`src/bbc_pkg.sv`:
```
package bbc_pkg;
  // ****************************************
  // Bus widths and address map
  // ****************************************
  localparam int unsigned BBC_ADDR_W  = 20;
  localparam int unsigned BBC_DATA_W  = 16;
  localparam int unsigned BBC_PAGE_W  = 8;
  localparam int unsigned BBC_PAGE_SH = 12;
  localparam int unsigned BBC_PCS_SH  = 9;
  localparam logic [19:0] BBC_PCS_BASE = 20'hffc00;

  // ****************************************
  // Register offsets
  // ****************************************
  localparam logic [7:0] BBC_OFF_CTRL   = 8'h00;
  localparam logic [7:0] BBC_OFF_LOWER  = 8'h04;
  localparam logic [7:0] BBC_OFF_UPPER  = 8'h08;
  localparam logic [7:0] BBC_OFF_BIAS   = 8'h0c;
  localparam logic [7:0] BBC_OFF_STATUS = 8'h10;

  // ****************************************
  // Field positions and reset values
  // ****************************************
  localparam int unsigned BBC_CTRL_ATTN   = 0;
  localparam int unsigned BBC_CTRL_PROG   = 1;
  localparam int unsigned BBC_CTRL_PREFRX = 2;
  localparam int unsigned BBC_ST_TX       = 0;
  localparam int unsigned BBC_ST_RX       = 1;
  localparam int unsigned BBC_ST_FATTN    = 2;
  localparam logic [2:0] BBC_CTRL_RST  = 3'h0;
  localparam logic [7:0] BBC_LOWER_RST = 8'hff;
  localparam logic [7:0] BBC_UPPER_RST = 8'h00;
  localparam logic [7:0] BBC_BIAS_RST  = 8'h00;
endpackage : bbc_pkg

```
`src/bbc_cfg_if.sv`:
```
`timescale 1ns/10ps
interface bbc_cfg_if;
  logic       attn;
  logic       prog_sel;
  logic       prefer_rx;
  logic [7:0] lower;
  logic [7:0] upper;
  logic [7:0] bias;
  logic       tx_busy;
  logic       rx_busy;
  logic       far_attn;
  modport regs (output attn, prog_sel, prefer_rx, lower, upper, bias,
                input tx_busy, rx_busy, far_attn);
  modport core (input attn, prog_sel, prefer_rx, lower, upper, bias,
                output tx_busy, rx_busy, far_attn);
endinterface : bbc_cfg_if

```
`src/bbc_window.sv`:
```
`timescale 1ns/10ps
module bbc_window
  import bbc_pkg::*;
#(
  parameter int unsigned AW = BBC_ADDR_W
) (
  input  wire logic [AW-1:0]         i_addr,
  input  wire logic [BBC_PAGE_W-1:0] i_lower,
  input  wire logic [BBC_PAGE_W-1:0] i_upper,
  input  wire logic [BBC_PAGE_W-1:0] i_bias,
  output logic                       o_claim,
  output logic [AW-1:0]              o_addr
);
  logic [BBC_PAGE_W-1:0] page;
  logic                  pcs_hit;
  logic                  win_hit;

  always_comb begin
    page    = i_addr[AW-1 -: BBC_PAGE_W];
    pcs_hit = (i_addr[AW-1:BBC_PCS_SH] == BBC_PCS_BASE[AW-1:BBC_PCS_SH]);
    win_hit = (page >= i_lower) && (page <= i_upper);
    o_claim = pcs_hit || win_hit;
    o_addr  = i_addr;
    if (!pcs_hit) begin
      o_addr[AW-1 -: BBC_PAGE_W] = BBC_PAGE_W'(page + i_bias);
    end
  end
endmodule : bbc_window

```
`src/bbc_ahb_regs.sv`:
```
`timescale 1ns/10ps
module bbc_ahb_regs
  import bbc_pkg::*;
(
  input  wire logic        i_clk,
  input  wire logic        i_rst,
  input  wire logic        i_hsel,
  input  wire logic [31:0] i_haddr,
  input  wire logic [1:0]  i_htrans,
  input  wire logic        i_hwrite,
  input  wire logic [31:0] i_hwdata,
  input  wire logic        i_hready,
  output logic             o_hreadyout,
  output logic [31:0]      o_hrdata,
  bbc_cfg_if.regs          cfg
);
  logic       pend_r, pend_nxt, wr_r, wr_nxt, rdy_r, rdy_nxt;
  logic [7:0] off_r, off_nxt, lower_r, lower_nxt, upper_r, upper_nxt;
  logic [7:0] bias_r, bias_nxt;
  logic [2:0] ctrl_r, ctrl_nxt;
  logic [31:0] rd_r, rd_nxt;
  logic        take;

  // ****************************************
  // One wait state so read data leave a flop.
  // ****************************************
  always_comb begin
    take      = i_hsel && i_htrans[1] && i_hready;
    pend_nxt  = take;
    wr_nxt    = take ? i_hwrite : wr_r;
    off_nxt   = take ? i_haddr[7:0] : off_r;
    rdy_nxt   = !take;
    ctrl_nxt  = ctrl_r;
    lower_nxt = lower_r;
    upper_nxt = upper_r;
    bias_nxt  = bias_r;
    rd_nxt    = rd_r;
    if (pend_r && wr_r) begin
      case (off_r)
        BBC_OFF_CTRL:  ctrl_nxt  = i_hwdata[2:0];
        BBC_OFF_LOWER: lower_nxt = i_hwdata[7:0];
        BBC_OFF_UPPER: upper_nxt = i_hwdata[7:0];
        BBC_OFF_BIAS:  bias_nxt  = i_hwdata[7:0];
        default:       ctrl_nxt  = ctrl_r;
      endcase
    end
    if (pend_r && !wr_r) begin
      case (off_r)
        BBC_OFF_CTRL:   rd_nxt = {29'h0, ctrl_r};
        BBC_OFF_LOWER:  rd_nxt = {24'h0, lower_r};
        BBC_OFF_UPPER:  rd_nxt = {24'h0, upper_r};
        BBC_OFF_BIAS:   rd_nxt = {24'h0, bias_r};
        BBC_OFF_STATUS: rd_nxt = {29'h0, cfg.far_attn, cfg.rx_busy, cfg.tx_busy};
        default:        rd_nxt = 32'h0;
      endcase
    end
  end

  always_ff @(posedge i_clk or posedge i_rst) begin
    if (i_rst) begin
      pend_r  <= 1'b0;
      wr_r    <= 1'b0;
      off_r   <= 8'h00;
      rdy_r   <= 1'b1;
      rd_r    <= 32'h0;
      ctrl_r  <= BBC_CTRL_RST;
      lower_r <= BBC_LOWER_RST;
      upper_r <= BBC_UPPER_RST;
      bias_r  <= BBC_BIAS_RST;
    end else begin
      pend_r  <= pend_nxt;
      wr_r    <= wr_nxt;
      off_r   <= off_nxt;
      rdy_r   <= rdy_nxt;
      rd_r    <= rd_nxt;
      ctrl_r  <= ctrl_nxt;
      lower_r <= lower_nxt;
      upper_r <= upper_nxt;
      bias_r  <= bias_nxt;
    end
  end

  assign o_hreadyout   = rdy_r;
  assign o_hrdata      = rd_r;
  assign cfg.attn      = ctrl_r[BBC_CTRL_ATTN];
  assign cfg.prog_sel  = ctrl_r[BBC_CTRL_PROG];
  assign cfg.prefer_rx = ctrl_r[BBC_CTRL_PREFRX];
  assign cfg.lower     = lower_r;
  assign cfg.upper     = upper_r;
  assign cfg.bias      = bias_r;
endmodule : bbc_ahb_regs

```
`src/bbc_coupler.sv`:
```
`timescale 1ns/10ps
// Functional notes
// - A master holds each transfer open until the slave response arrives.
// - Masters contend by position; the higher-positioned requester wins.
// - Priority is resolved by a chain through every user, no central arbiter.
// - A master drives its address only after it has been granted the bus.
// - Data lines are two-way, 16 bits, written or read in parallel.
// - Bus addresses are 20-bit word addresses.
// - Top 1K words reserved; its first 512 form the peripheral control space.
// - The transmitter ignores bus addresses while the local receiver is active.
// - With receiver passive, claim the boundary window and the control space.
// - Windowed addresses get the bias added; control space addresses pass unchanged.
// - The receiver contends for its local bus as a master and performs it.
// - Boundaries and bias range 0 to 1020K words in 4K steps.
// - Only one cable direction at a time; a preferred direction breaks ties.
// - An idle link leaves both buses undisturbed.
// - Software sets an attention bit whose state travels to the far end.
// - Boundaries and bias may come from programmable modules instead of switches.
module bbc_coupler
  import bbc_pkg::*;
#(
  parameter int unsigned AW = BBC_ADDR_W,
  parameter int unsigned DW = BBC_DATA_W
) (
  input  wire logic                      i_clk,
  input  wire logic                      i_rst,
  input  wire logic                      i_hsel,
  input  wire logic [31:0]               i_haddr,
  input  wire logic [1:0]                i_htrans,
  input  wire logic                      i_hwrite,
  input  wire logic [2:0]                i_hsize,
  input  wire logic [31:0]               i_hwdata,
  input  wire logic                      i_hready,
  output logic                           o_hreadyout,
  output logic [31:0]                    o_hrdata,
  output logic                           o_hresp,
  input  wire logic [bbc_pkg::BBC_PAGE_W-1:0] i_sw_lower,
  input  wire logic [bbc_pkg::BBC_PAGE_W-1:0] i_sw_upper,
  input  wire logic [bbc_pkg::BBC_PAGE_W-1:0] i_sw_bias,
  input  wire logic                      i_lb_req,
  input  wire logic [AW-1:0]             i_lb_addr,
  input  wire logic                      i_lb_we,
  input  wire logic [DW-1:0]             i_lb_dat,
  output logic [DW-1:0]                  o_lb_dat,
  output logic                           o_lb_dat_oe,
  output logic                           o_lb_ack,
  input  wire logic                      i_lm_prio_in,
  input  wire logic                      i_lm_busy,
  input  wire logic                      i_lm_ack,
  input  wire logic [DW-1:0]             i_lm_dat,
  output logic                           o_lm_prio_out,
  output logic                           o_lm_breq,
  output logic                           o_lm_addr_oe,
  output logic [AW-1:0]                  o_lm_addr,
  output logic                           o_lm_we,
  output logic [DW-1:0]                  o_lm_dat,
  output logic                           o_lm_dat_oe,
  output logic                           o_tx_req,
  output logic [AW-1:0]                  o_tx_addr,
  output logic                           o_tx_we,
  output logic [DW-1:0]                  o_tx_dat,
  output logic                           o_tx_attn,
  input  wire logic                      i_tx_ack,
  input  wire logic [DW-1:0]             i_tx_dat,
  input  wire logic                      i_rx_req,
  input  wire logic [AW-1:0]             i_rx_addr,
  input  wire logic                      i_rx_we,
  input  wire logic [DW-1:0]             i_rx_dat,
  input  wire logic                      i_rx_attn,
  output logic                           o_rx_ack,
  output logic [DW-1:0]                  o_rx_dat,
  output logic                           o_attn_irq
);
  import bbc_pkg::*;

  typedef enum logic [2:0] {
    ST_IDLE, ST_TX, ST_TX_REL, ST_RX_ARB, ST_RX_XFER, ST_RX_REL
  } bbc_state_e;

  bbc_state_e st_r, st_nxt;
  logic          lb_ack_r, lb_ack_nxt, lb_oe_r, lb_oe_nxt;
  logic [DW-1:0] lb_dat_r, lb_dat_nxt;
  logic          tx_req_r, tx_req_nxt, tx_we_r, tx_we_nxt, attn_r, attn_nxt;
  logic [AW-1:0] tx_addr_r, tx_addr_nxt;
  logic [DW-1:0] tx_dat_r, tx_dat_nxt;
  logic          breq_r, breq_nxt, prio_r, prio_nxt, aoe_r, aoe_nxt;
  logic          lm_we_r, lm_we_nxt, doe_r, doe_nxt;
  logic [AW-1:0] lm_addr_r, lm_addr_nxt;
  logic [DW-1:0] lm_dat_r, lm_dat_nxt;
  logic          rx_ack_r, rx_ack_nxt, irq_r, irq_nxt;
  logic [DW-1:0] rx_dat_r, rx_dat_nxt;
  logic [BBC_PAGE_W-1:0] lower, upper, bias;
  logic          claim, gnt, go_tx, go_rx, rx_active;
  logic [AW-1:0] win_addr;

  bbc_cfg_if cfg ();

  // ****************************************
  // Register file
  // ****************************************
  bbc_ahb_regs u_regs (
    .i_clk       (i_clk),
    .i_rst       (i_rst),
    .i_hsel      (i_hsel),
    .i_haddr     (i_haddr),
    .i_htrans    (i_htrans),
    .i_hwrite    (i_hwrite),
    .i_hwdata    (i_hwdata),
    .i_hready    (i_hready),
    .o_hreadyout (o_hreadyout),
    .o_hrdata    (o_hrdata),
    .cfg         (cfg.regs)
  );

  // Only word transfers occur, so the size is not decoded.
  assign o_hresp = 1'b0;

  assign lower = cfg.prog_sel ? cfg.lower : i_sw_lower;
  assign upper = cfg.prog_sel ? cfg.upper : i_sw_upper;
  assign bias  = cfg.prog_sel ? cfg.bias  : i_sw_bias;

  bbc_window #(.AW(AW)) u_win (
    .i_addr  (i_lb_addr),
    .i_lower (lower),
    .i_upper (upper),
    .i_bias  (bias),
    .o_claim (claim),
    .o_addr  (win_addr)
  );

  // ****************************************
  // Link direction and transfer sequencing
  // ****************************************
  always_comb begin
    st_nxt      = st_r;
    lb_ack_nxt  = lb_ack_r;
    lb_oe_nxt   = lb_oe_r;
    lb_dat_nxt  = lb_dat_r;
    tx_req_nxt  = tx_req_r;
    tx_addr_nxt = tx_addr_r;
    tx_we_nxt   = tx_we_r;
    tx_dat_nxt  = tx_dat_r;
    breq_nxt    = breq_r;
    aoe_nxt     = aoe_r;
    lm_addr_nxt = lm_addr_r;
    lm_we_nxt   = lm_we_r;
    lm_dat_nxt  = lm_dat_r;
    doe_nxt     = doe_r;
    rx_ack_nxt  = rx_ack_r;
    rx_dat_nxt  = rx_dat_r;
    attn_nxt    = cfg.attn;
    irq_nxt     = i_rx_attn;
    rx_active   = (st_r == ST_RX_ARB) || (st_r == ST_RX_XFER) || (st_r == ST_RX_REL);
    // win only with no higher requester
    gnt         = !i_lm_prio_in && !i_lm_busy;
    go_rx       = i_rx_req && (cfg.prefer_rx || !(i_lb_req && claim));
    go_tx       = i_lb_req && claim && !i_tx_ack && !go_rx;
    case (st_r)
      ST_IDLE: begin
        if (go_rx) begin
          st_nxt   = ST_RX_ARB;
          breq_nxt = 1'b1;
        end else if (go_tx) begin
          st_nxt      = ST_TX;
          tx_req_nxt  = 1'b1;
          tx_addr_nxt = win_addr;
          tx_we_nxt   = i_lb_we;
          tx_dat_nxt  = i_lb_dat;
        end
      end
      ST_TX: begin
        // hold local response for far slave
        if (i_tx_ack) begin
          st_nxt     = ST_TX_REL;
          tx_req_nxt = 1'b0;
          lb_ack_nxt = 1'b1;
          lb_oe_nxt  = !tx_we_r;
          lb_dat_nxt = i_tx_dat;
        end
      end
      ST_TX_REL: begin
        if (!i_lb_req) begin
          st_nxt     = ST_IDLE;
          lb_ack_nxt = 1'b0;
          lb_oe_nxt  = 1'b0;
        end
      end
      ST_RX_ARB: begin
        if (gnt) begin
          st_nxt      = ST_RX_XFER;
          aoe_nxt     = 1'b1;
          lm_addr_nxt = i_rx_addr;
          lm_we_nxt   = i_rx_we;
          lm_dat_nxt  = i_rx_dat;
          doe_nxt     = i_rx_we;
        end
      end
      ST_RX_XFER: begin
        if (i_lm_ack) begin
          st_nxt     = ST_RX_REL;
          breq_nxt   = 1'b0;
          aoe_nxt    = 1'b0;
          doe_nxt    = 1'b0;
          rx_ack_nxt = 1'b1;
          rx_dat_nxt = lm_we_r ? rx_dat_r : i_lm_dat;
        end
      end
      ST_RX_REL: begin
        if (!i_rx_req) begin
          st_nxt     = ST_IDLE;
          rx_ack_nxt = 1'b0;
        end
      end
      default: st_nxt = ST_IDLE;
    endcase
    prio_nxt = i_lm_prio_in || breq_nxt;
  end

  always_ff @(posedge i_clk or posedge i_rst) begin
    if (i_rst) begin
      st_r      <= ST_IDLE;
      lb_ack_r  <= 1'b0;
      lb_oe_r   <= 1'b0;
      lb_dat_r  <= '0;
      tx_req_r  <= 1'b0;
      tx_addr_r <= '0;
      tx_we_r   <= 1'b0;
      tx_dat_r  <= '0;
      attn_r    <= 1'b0;
      breq_r    <= 1'b0;
      prio_r    <= 1'b0;
      aoe_r     <= 1'b0;
      lm_addr_r <= '0;
      lm_we_r   <= 1'b0;
      lm_dat_r  <= '0;
      doe_r     <= 1'b0;
      rx_ack_r  <= 1'b0;
      rx_dat_r  <= '0;
      irq_r     <= 1'b0;
    end else begin
      st_r      <= st_nxt;
      lb_ack_r  <= lb_ack_nxt;
      lb_oe_r   <= lb_oe_nxt;
      lb_dat_r  <= lb_dat_nxt;
      tx_req_r  <= tx_req_nxt;
      tx_addr_r <= tx_addr_nxt;
      tx_we_r   <= tx_we_nxt;
      tx_dat_r  <= tx_dat_nxt;
      attn_r    <= attn_nxt;
      breq_r    <= breq_nxt;
      prio_r    <= prio_nxt;
      aoe_r     <= aoe_nxt;
      lm_addr_r <= lm_addr_nxt;
      lm_we_r   <= lm_we_nxt;
      lm_dat_r  <= lm_dat_nxt;
      doe_r     <= doe_nxt;
      rx_ack_r  <= rx_ack_nxt;
      rx_dat_r  <= rx_dat_nxt;
      irq_r     <= irq_nxt;
    end
  end

  assign cfg.tx_busy  = (st_r == ST_TX) || (st_r == ST_TX_REL);
  assign cfg.rx_busy  = rx_active;
  assign cfg.far_attn = irq_r;

  assign o_lb_ack      = lb_ack_r;
  assign o_lb_dat_oe   = lb_oe_r;
  assign o_lb_dat      = lb_dat_r;
  assign o_tx_req      = tx_req_r;
  assign o_tx_addr     = tx_addr_r;
  assign o_tx_we       = tx_we_r;
  assign o_tx_dat      = tx_dat_r;
  assign o_tx_attn     = attn_r;
  assign o_lm_breq     = breq_r;
  assign o_lm_prio_out = prio_r;
  assign o_lm_addr_oe  = aoe_r;
  assign o_lm_addr     = lm_addr_r;
  assign o_lm_we       = lm_we_r;
  assign o_lm_dat      = lm_dat_r;
  assign o_lm_dat_oe   = doe_r;
  assign o_rx_ack      = rx_ack_r;
  assign o_rx_dat      = rx_dat_r;
  assign o_attn_irq    = irq_r;
endmodule : bbc_coupler

```
`config.mk`:
```
export PLATFORM = sky130hd
export DESIGN_NAME = bbc_coupler
export DESIGN_NICKNAME = d
export VERILOG_FILES = /design/src/bbc_pkg.sv /design/src/bbc_cfg_if.sv /design/src/bbc_window.sv /design/src/bbc_ahb_regs.sv /design/src/bbc_coupler.sv
export SDC_FILE = /design/constraint.sdc
export NUM_CORES = 1
export LEC_CHECK = 0
export ABC_AREA = 0
export BUFFER_PORTS_ARGS = -buffer_cell sky130_fd_sc_hd__buf_2
export CORE_MARGIN = 2
export CORE_UTILIZATION = 30
export CTS_BUF_LIST = sky130_fd_sc_hd__clkbuf_4 sky130_fd_sc_hd__clkbuf_8
export DETAILED_ROUTE_END_ITERATION = 10
export SYNTH_ARGS = -nofsm -noshare
export SYNTH_HDL_FRONTEND = slang
export SYNTH_SLANG_ARGS = --single-unit
```
`constraint.sdc`:
```
create_clock -name i_clk -period 5.8 [get_ports i_clk]
set_input_delay 0.29 -clock i_clk [delete_from_list [all_inputs] [get_ports i_clk]]
set_output_delay 0.29 -clock i_clk [all_outputs]
set_load 0.02 [all_outputs]
```
==> impl_results.md, run 1 <==
* Unique masters post-synth at 57
* CP delay by family, top: compound AO/OA/AOI/OAI gates
* Vias per cell at 4.43
* Clk sinks at 165
* Clk root buf: clkbuf_8
* Fillcell total at between 2000 and 2500
* Async SR Flop Fraction at 1.00
* Syn Area/Cell at 11.7 sq um
* Die area at 27100 sq um
* Fin crit period at about 3.6 ns
* Worst min-delay path class: in2async
* Largest net degree at the start of global routing at ~100
* Pleak at ~5.2 nW
* Worst-path clk slew at 0.10 ns
* Post-route clock period utilization at 0.623
* Largest family of logic cells by synthesized area: multiplexers
* H-tree Lvls at 4
* Most common cell after layout, fill and taps aside: buf_2
* Slew Limit Fails at 0
* Warnings, synthesis at 0
* Number of synthesized flops with an enable pin at 0
* Grt total ovfl at 0
* Vias in the first global route at 5786
* Final #Nets at ~1200
* Power Density at approximately 430 nW/um^2
* Crit path cell chain: buf_4, mux2i_1, ha_1, a21o_1, a221oi_1, o21ai_1, and3_1, o21ai_4, buf_4, mux2_2
* Via count at approximately 5800
* Cells after DPL at ~1200
* Setup bufs post-CTS at 0
* GRT Util Overall at 0.147
* CP max-delay cell: dfrtp_1
* Later-pin clock latency in the skew report at 0.46 ns
* Critical path's largest stage delay at 0.51 ns
* CP required at approximately 6.1 ns
* I/O Pins at approximately 360
* Post-synthesis adder-cell area fraction at 0.0398
* Setup violators final at 0
* Clock Skew at ~0.017 ns
* Post-DP HPWL at approximately 15 mm
* RSZ-0062 raised after global routing: no
* Initial antenna violation count at 3
* CTS buffer count at 17
* Largest fanout on the critical path at 22
* Arrival @ worst endpoint at 3.94 ns
* #FFs+latches synth at roughly 170
* Sequential share of the synthesized area at 0.536
* IO buf count at approximately 280
* Setup WS pre-CTS at 2.17 ns
* Startpoint type of the worst setup path: flip-flop
* Non-Filler Instances at between 1000 and 1500
* Worst-margin pin slew at approximately 0.93 ns
* Most used cell, CP: buf_4
* Post-Syn Area at 7730 sq um
* Post-Synth XOR/XNOR Area at 0.00680
* Crit Path Class: reg2reg
* Height of the die at approximately 160 um
* Hold buffer count at cts at 30
* Most frequent cells in the layout: 283 x buf_2, 156 x dfrtp_1, 140 x nand2_1
* TritonCTS clock tree: done
* Max Cap Viol at 0
* Total wire length at 20.1 mm
* Row cnt at 58
* Worst hold slack at about 0.0052 ns
* Cts repair resizes at 0
* Crit end category: flip-flop
* Ys flop type: dfrtp_1
* Initial DRC Count at between 300 and 400
* First-pass GRT wire length at 30.9 mm
* Peak VDD IR at 0.225 mV
* Crit path buf inv count at 2
* Initial core utilization at 0.306
* Simple-gate share of the synthesized area at 0.113
* Final cell utilization of the core at 0.401
* Synth Area in Compound Gates at 0.0544
* DRT Pass-1 Iters at 4
* Core Area at 25300 sq um
* Gpl congestion at around 0.8
* Post-route ant nets at 0
* Drt wl/cell at between 15 and 20 um
* DRC at 0
* Cell count after synthesis at 660
* Mux cell area share after synthesis at 0.200
* Proportion of layout cells with a drive suffix above 1 at 0.469
* Final hold violations at 0
* Slew HR at 0.377
* Status: finished clean
* Area grow syn2layout at 31.1%
* Fin Setup TNS at 0 ns
* FMAX at ~280 MHz
* Die W at 164 um
* Setup WS post-layout at 2.19 ns
* CTS max path bufs at 2
## registers in the layout, indices dropped and copies added, names as in the netlist, 3 cells and up
name,count
u_regs.ctrl_r,3
u_regs.o_hrdata,8
o_lm_dat,16
o_lb_dat,16
u_regs.cfg.upper,8
o_tx_addr,20
o_lm_addr,20
o_tx_dat,16
o_rx_dat,16
u_regs.off_r,8
u_regs.cfg.lower,8
st_r,3
u_regs.cfg.bias,8
## cell usage after synthesis (2+ instances only)
cell	number	share of area
xor2_1	2	0.0023
o31ai_1	5	0.0049
dfstp_2	9	0.031
ha_1	23	0.037
a21boi_0	2	0.0019
nand3_1	7	0.0045
a22oi_1	6	0.0058
o21ai_0	17	0.011
buf_4	26	0.025
and3_1	2	0.0016
nand2b_1	5	0.0040
buf_2	5	0.0032
a21o_1	3	0.0029
a21oi_1	13	0.0084
nand2_1	140	0.068
buf_6	4	0.0058
clkbuf_1	11	0.0053
and2_1	2	0.0016
mux4_2	2	0.0058
inv_1	14	0.0068
nor3_1	5	0.0032
o211ai_1	2	0.0019
a211o_1	3	0.0034
buf_1	7	0.0034
a31oi_1	2	0.0016
nand4_1	4	0.0032
nor2_1	10	0.0049
nor3_2	2	0.0026
mux2_2	118	0.17
dfrtp_1	156	0.51
xnor2_1	4	0.0045
mux2i_1	17	0.022
nor2b_1	8	0.0065
## per-layer routing
| metal | routed length, um | part of all wire | track usage | vias to the layer above |
|---|---|---|---|---|
| met4 | 367 | 0.018 | 0.0530 | 0 |
| met1 | 8840 | 0.44 | 0.186 | 2800 |
| met3 | 1020 | 0.051 | 0.0326 | 20 |
| met2 | 9900 | 0.49 | 0.245 | 163 |
| met5 | 0 | 0 | 0 | - |
| li1 | - | - | - | 2842 |
## logic make-up after synthesis
kind of cell | count (synthesis)
and+or+nand+nor | 194
DFF | 165
buffers and inverters | 68
AOI/OAI and AO/OA | 65
muxes | 137
adders and majority gates | 24
other | 1
xor gates and xnor gates | 6
## worst register-to-register path, cell delays in order (launching register included)
cell and delay (ns):
dfrtp_1 0.51, buf_4 0.36, mux2i_1 0.26, ha_1 0.28
a21o_1 0.19, a221oi_1 0.24, o21ai_1 0.17, and3_1 0.25
o21ai_4 0.47, buf_4 0.39, mux2_2 0.38
## worst paths after layout
check                      cells past startpoint        startpoint  slack, ns      endpoint
max                                           10  u_regs.ctrl_r[1]       2.19  o_tx_dat[12]
max in group asynchronous                      3             i_rst       4.36   o_lm_dat[0]
min reg2reg                                    0  u_regs.ctrl_r[0]       0.43     o_tx_attn
max reg2reg                                   10  u_regs.ctrl_r[1]       2.19  o_tx_dat[12]
min                                            2             i_rst      0.005  o_lm_addr[6]
min in group i_clk                             3       i_rx_dat[6]       0.04   o_lm_dat[6]
## area by class of cell
class                           count  area [sq um]  share of cell area
Multi-Input combinational cell    451          3300               0.326
Sequential cell                   165          4140               0.409
Inverter                           15          61.3             0.00605
Tap cell                          330           413              0.0408
Antenna cell                        4          10.0            0.000988
Clock inverter                     15           215              0.0212
Timing Repair Buffer              318          1750               0.173
Clock buffer                       17           234              0.0231
## through the flow
step           power, mW  cell area [sq um]
2_1_floorplan       2.79               7820
3_3_place_gp        3.34               9370
3_5_place_dp        3.37               9370
4_1_cts             4.38              10100
5_1_grt             4.60              10100
6_report            4.31              10100
## report_power, final
group | leakage (nW) | switching, mW | total [mW] | internal (mW)
Sequential | 2.02 | 0.216 | 1.75 | 1.53
Combinational | 2.94 | 0.952 | 1.60 | 0.643
Clock | 0.228 | 0.481 | 0.965 | 0.484
(Power assumes the default switching activity.)
==> inputs of run 2 (changes only) <==
Clock period 5.8 ns to 3.2 ns, I/O delays scaled along.
==> impl_results.md, run 2 (same netlist as run 1, synthesis figures left out) <==
* Later-pin clock latency in the skew report at 0.45 ns (about the same)
* Vias in the first global route at 6173 (+6.7%)
* Area after DPL at 9440 sq um (+0.76%)
* Fin crit period at 2.88 ns (-0.736 ns)
* Global route hottest layer: met2
* CTS max path bufs at 2 (unchanged)
* Worst-margin pin slew at 0.672 ns (-0.262 ns)
* Most used cell, CP: buf_12
* Vias per cell at 4.41 (-0.42%)
* Slew Limit Fails at 0 (unchanged)
* Startpoint type of the worst setup path: flip-flop
* Gpl congestion at 0.801 (-2.2%)
* Net Sw Frac at 0.390 (+0.00737)
* Height of the die at 164 um (unchanged)
* CTS buffer count at 17 (unchanged)
* Setup violators final at 0 (unchanged)
* Pint at 4.76 mW (+79%)
* Clock power share at 0.208 (-0.016)
* Final hold violations at 0 (unchanged)
* DRT Pass-1 Iters at 5 (+1)
* Most common cell after layout, fill and taps aside: buf_2
* Min-delay src: i_rx_req
* Largest net degree at the start of global routing at 80 (-21%)
* Crit end category: flip-flop
* Most frequent cells in the layout: 283 x buf_2, 156 x dfrtp_1, 140 x nand2_1
* Worst-path clk slew at 0.10 ns (about the same)
* Worst Hold End: o_rx_ack
* Clock Skew at 0.0177 ns (+0.000809 ns)
* Proportion of layout cells with a drive suffix above 1 at 0.432 (-0.0370)
* Total wire length at 21.4 mm (+6.4%)
* Via count at 6193 (+6.3%)
* GRT Util Overall at 0.154 (+0.00776)
* Reg2reg setup slack at 0.32 ns (-1.86 ns)
* DRC at 0 (unchanged)
* Pleak at 5.57 nW (+7.3%)
* Final Cell Area at 11000 sq um (+9.1%)
* Worst reg2reg path depth at 10 (unchanged)
* First-pass GRT wire length at 32.4 mm (+4.9%)
* Initial DRC Count at 395 (+5.9%)
* Area grow syn2layout at 42.9%
* Initial core utilization at 0.306 (unchanged)
* Worst min-delay path class: in2reg
* Row cnt at 58 (unchanged)
* M3 GR Usage at 0.0339 (+0.00126)
* Crit path cell chain: buf_12, mux2i_1, ha_1, a21o_1, a221oi_1, o21ai_1, and3_1, o21ai_4, buf_12, mux2_2
* Setup WS pre-CTS at 0.331 ns (-1.84 ns)
* Post-DP HPWL at 15.0 mm (-0.17%)
* CP max-delay cell: dfrtp_1
* Hold Path Stages at 3
* Clk sinks at 165 (unchanged)
* Post-route clock period utilization at 0.899 (+0.276)
* Power Density at 706 nW/um^2 (+66%)
* R2r startpoint: u_regs.ctrl_r[1]
* Psw at 3.04 mW (+84%)
* Clk root buf: clkbuf_8
* Arrival @ worst endpoint at 3.20 ns (-0.74 ns)
* Largest fanout on the critical path at 38 (+73%)
* TritonCTS clock tree: done
* Max Cap Viol at 0 (unchanged)
* Peak VDD IR at 0.316 mV (+40%)
* Crit Path Class: reg2reg
* IO buf count at 283 (unchanged)
* Status: finished clean
* I/O Pins at 361 (unchanged)
* FMAX at 348 MHz (+26%)
* Final #Nets at 1294 (+7.6%)
* Setup WS post-layout at 0.324 ns (-1.86 ns)
* Core Area at 25300 sq um (unchanged)
* Slew HR at 0.551 (+0.173)
* Fin Setup TNS at 0 ns (unchanged)
* RSZ-0062 raised after global routing: no
* Grt total ovfl at 0 (unchanged)
* Initial antenna violation count at 2 (-1)
* H-tree Lvls at 4 (unchanged)
* Die W at 164 um (unchanged)
* Combinational power share at 0.387 (+0.017)
* Die area at 27100 sq um (unchanged)
* Power share of the sequential group at 0.406 (about the same)
* Overall Power at 7.80 mW (+81%)
* Critical path's largest stage delay at 0.41 ns (-0.10 ns)
* Met2 Usage GRT at 0.268 (+0.0232)
* Drt wl/cell at 15.3 um (-0.31%)
* Worst R2R End: o_tx_dat[15]
* Post-route ant nets at 0 (unchanged)
* Setup bufs post-CTS at 0 (unchanged)
* CP required at 3.53 ns (-2.60 ns)
* Met1 GRT Util at 0.190 (+0.00349)
run 2: changes by cell type in the layout (fill, tap and decap cells not counted), moves of 2 or more:
cell / before / now
dlygate4sd3_1: 30 / 118
buf_12: 0 / 4
bufinv_16: 4 / 2
clkinvlp_4: 1 / 3
diode_2: 4 / 2
inv_6: 6 / 4
run 2: cell type report:
type,count,area (sq um)
clock inverter,15,185
tap,330,413
timing repair buffer,409,2710
antenna,2,5.00
sequential,165,4140
fill,2367,14200
multi-input combinational,451,3300
clock buffer,17,234
inverter,15,60.1
run 2: power by group through the flow:
stage	logic, mW	registers (mW)	clock network, mW
after global routing	3.28	3.26	1.77
after detailed placement	2.92	3.21	0
after floorplan	1.10	3.96	0
after CTS	3.04	3.17	1.71
final	3.02	3.16	1.62
after global placement	2.88	3.18	0
run 2: worst max path at each step:
stage,startpoint,endpoint,slack [ns]
after floorplan,u_regs.ctrl_r[1],o_tx_addr[0],0.08
after global placement,u_regs.ctrl_r[1],o_tx_dat[10],0.37
after detailed placement,u_regs.ctrl_r[1],o_tx_addr[2],0.33
after CTS,u_regs.ctrl_r[1],o_tx_dat[15],0.30
after global routing,u_regs.ctrl_r[1],o_tx_dat[6],0.14
final,u_regs.ctrl_r[1],o_tx_dat[15],0.32
run 2: worst max-delay path: cells and delay by family (launching register included):
family	cells	cell delay [ns]
AND/OR/NAND/NOR	1	0.25
flip-flops	1	0.41
adder cells (fa/ha/maj)	1	0.28
AO/OA/AOI/OAI	4	0.74
multiplexers	2	0.61
buffers and inverters	2	0.45
run 2: repair_timing:
action                                 CTS  global route
endpoints found under the hold margin  165             0
hold buffers                           118             0
gates resized for setup                  0             0
run 2: per-layer routing:
layer | share of wire | wire [um]
met4 | 0.023 | 486
met2 | 0.50 | 10700
met3 | 0.053 | 1140
met1 | 0.42 | 9050
met5 | 0 | 0
run 2: per-stage QoR:
step,std cells,utilization,hold slack [ns]
2_1_floorplan,684,-,0.191
3_3_place_gp,1252,0.374,0.268
3_5_place_dp,1252,0.374,0.269
4_1_cts,1402,0.437,0.0118
5_1_grt,1404,0.437,0.0356
6_report,1404,0.437,0.0385
==> inputs of run 3 (changes only) <==
Settings changed: GPL_TIMING_DRIVEN from default to 0.
==> impl_results.md, run 3 (same netlist as run 1, synthesis figures left out) <==
* Status: finished clean
* Setup bufs post-CTS at 0 (unchanged)
* RSZ-0062 raised after global routing: no
* Power Density at 684 nW/um^2 (-3.1%)
* Most frequent cells in the layout: 288 x buf_2, 155 x dfrtp_1, 140 x nand2_1
* Initial DRC Count at 326 (-17%)
* Clk root buf: clkbuf_8
* Overall Power at 7.75 mW (-0.59%)
* Crit end category: flip-flop
* Clk sinks at 165 (unchanged)
* Drt wl/cell at 15.2 um (-0.47%)
* Gpl congestion at 0.796 (-0.64%)
* Vias per cell at 4.44 (+0.62%)
* H-tree Lvls at 4 (unchanged)
* Reg2reg setup slack at 0.18 ns (-0.15 ns)
* Fillcell total at 2373 (+0.25%)
* Largest fanout on the critical path at 10 (-74%)
* Final cell utilization of the core at 0.449 (+0.0112)
* IO buf count at 283 (unchanged)
* Clock Skew at 0.0200 ns (+0.00230 ns)
* Final #Nets at 1343 (+3.8%)
* Slew HR at 0.509 (-0.0422)
* Arrival @ worst endpoint at 3.36 ns (+0.16 ns)
* Worst Setup EP: o_tx_dat[13]
* Total wire length at 22.1 mm (+3.0%)
* CP delay by family, top: compound AO/OA/AOI/OAI gates
* Worst-margin pin slew at 0.737 ns (+0.0647 ns)
* Proportion of layout cells with a drive suffix above 1 at 0.443 (+0.0115)
* Max Cap Viol at 0 (unchanged)
* Crit path cell chain: buf_4, mux2i_1, ha_1, a21o_1, a221oi_1, o21ai_1, and3_1, o21ai_2, buf_6, buf_6, mux2_2
* Vias in the first global route at 6579 (+6.6%)
* Non-Filler Instances at 1453 (+3.5%)
* Worst reg2reg path depth at 11 (+1)
* Die area at 27100 sq um (unchanged)
* Height of the die at 164 um (unchanged)
* CTS max path bufs at 2 (unchanged)
* CP required at 3.54 ns (about the same)
* CP max-delay cell: dfrtp_2
* Crit path buf inv count at 3 (+1)
* DRC at 0 (unchanged)
* Fin Setup TNS at 0 ns (unchanged)
* Cells after DPL at 1302 (+4.0%)
* Initial antenna violation count at 1 (-1)
* Post-route ant nets at 0 (unchanged)
* GRT Util Overall at 0.160 (+0.00559)
* TritonCTS clock tree: done
* Final hold violations at 0 (unchanged)
* Worst min-delay path class: in2reg
* Row cnt at 58 (unchanged)
* Most used cell, CP: buf_6
* FMAX at 331 MHz (-4.9%)
* Most common cell after layout, fill and taps aside: buf_2
* Worst Setup SP: u_regs.ctrl_r[1]
* Largest net degree at the start of global routing at 39 (-51%)
* Startpoint type of the worst setup path: flip-flop
* DRT Pass-1 Iters at 4 (-1)
* Post-DP HPWL at 16.3 mm (+8.9%)
* Worst R2R End: o_tx_dat[13]
* Fin crit period at 3.02 ns (+0.147 ns)
* Area after DPL at 9750 sq um (+3.3%)
* Setup violators final at 0 (unchanged)
* Setup WS post-layout at 0.176 ns (-0.147 ns)
* Critical path depth at 11 (+1)
* Setup WS pre-CTS at -0.414 ns (-0.745 ns)
* Multi-input logic area at 3290 sq um (-0.38%)
* Register area at 4140 sq um (about the same)
* Peak VDD IR at 0.372 mV (+18%)
* Worst hold slack at 0.0320 ns (-0.00649 ns)
* Initial core utilization at 0.306 (unchanged)
* Later-pin clock latency in the skew report at 0.46 ns (about the same)
* Crit Path Class: reg2reg
* Pleak at 5.75 nW (+3.2%)
* Via count at 6449 (+4.1%)
* Core Area at 25300 sq um (unchanged)
* Worst-path clk slew at 0.09 ns (about the same)
* Final Cell Area at 11300 sq um (+2.6%)
* Area grow syn2layout at 46.6%
* R2r startpoint: u_regs.ctrl_r[1]
* Critical path's largest stage delay at 0.46 ns (+0.05 ns)
* CTS buffer count at 17 (unchanged)
* Slew Limit Fails at 0 (unchanged)
* First-pass GRT wire length at 33.5 mm (+3.3%)
* Post-route clock period utilization at 0.945 (+0.0460)
* Grt total ovfl at 0 (unchanged)
* I/O Pins at 361 (unchanged)
* Hold Path Stages at 3 (unchanged)
* Die W at 164 um (unchanged)
-- run 3: changes by cell type in the layout (fill, tap and decap cells not counted), moves of 2 or more --
| cell | change |
|---|---|
| buf_4 | +24 |
| clkbuf_1 | +10 |
| buf_1 | +5 |
| buf_2 | +5 |
| buf_6 | +4 |
| clkinvlp_4 | +2 |
-- run 3: worst min-delay path by stage --
stage | startpoint | to | slack [ns]
2_1_floorplan | i_rx_attn | o_attn_irq | 0.19
3_3_place_gp | i_rx_attn | o_attn_irq | 0.27
6_report | i_rx_req | o_rx_ack | 0.03
5_1_grt | i_rx_req | o_rx_ack | 0.06
4_1_cts | i_rx_req | o_rx_ack | 0.02
3_5_place_dp | i_rst | o_tx_dat[10] | 0.26
-- run 3: final cells by class --
class	count	share of cell area
Sequential cell	165	0.366
Multi-Input combinational cell	451	0.290
Timing Repair Buffer	406	0.238
Tap cell	330	0.0364
Buffer	52	0.0297
Clock buffer	18	0.0219
Clock inverter	14	0.0123
Inverter	15	0.00530
Antenna cell	2	0.000442
-- run 3: routing by layer --
layer  vias to the layer above  part of all wire  GRT usage
met5                         -                 0          0
met4                         0             0.022     0.0589
met3                        29             0.049     0.0339
met2                       186              0.51      0.285
met1                      3111              0.42      0.189
li1                       3123                 -          -
-- run 3: what timing repair did --
| item | in CTS | in global routing |
|---|---|---|
| resized for setup | 4 | 1 |
| hold endpoints to repair | 162 | 0 |
| hold buffers | 118 | 0 |
| setup endpoints to repair | 38 | 29 |
| gates cloned | 0 | 0 |
-- run 3: power by group --
| group | total, mW | internal (mW) | switching (mW) | leakage [nW] |
|---|---|---|---|---|
| registers | 3.13 | 2.78 | 0.353 | 2.02 |
| clock network | 1.51 | 0.657 | 0.853 | 0.188 |
| logic | 3.11 | 1.28 | 1.83 | 3.54 |
| total | 7.75 | 4.72 | 3.03 | 5.75 |
-- run 3: worst reg2reg max path, cell delays in order (launching register included) --
cell,delay [ns]
dfrtp_2,0.46
buf_4,0.24
mux2i_1,0.23
ha_1,0.27
a21o_1,0.18
a221oi_1,0.25
o21ai_1,0.18
and3_1,0.24
o21ai_2,0.15
buf_6,0.19
buf_6,0.17
mux2_2,0.36
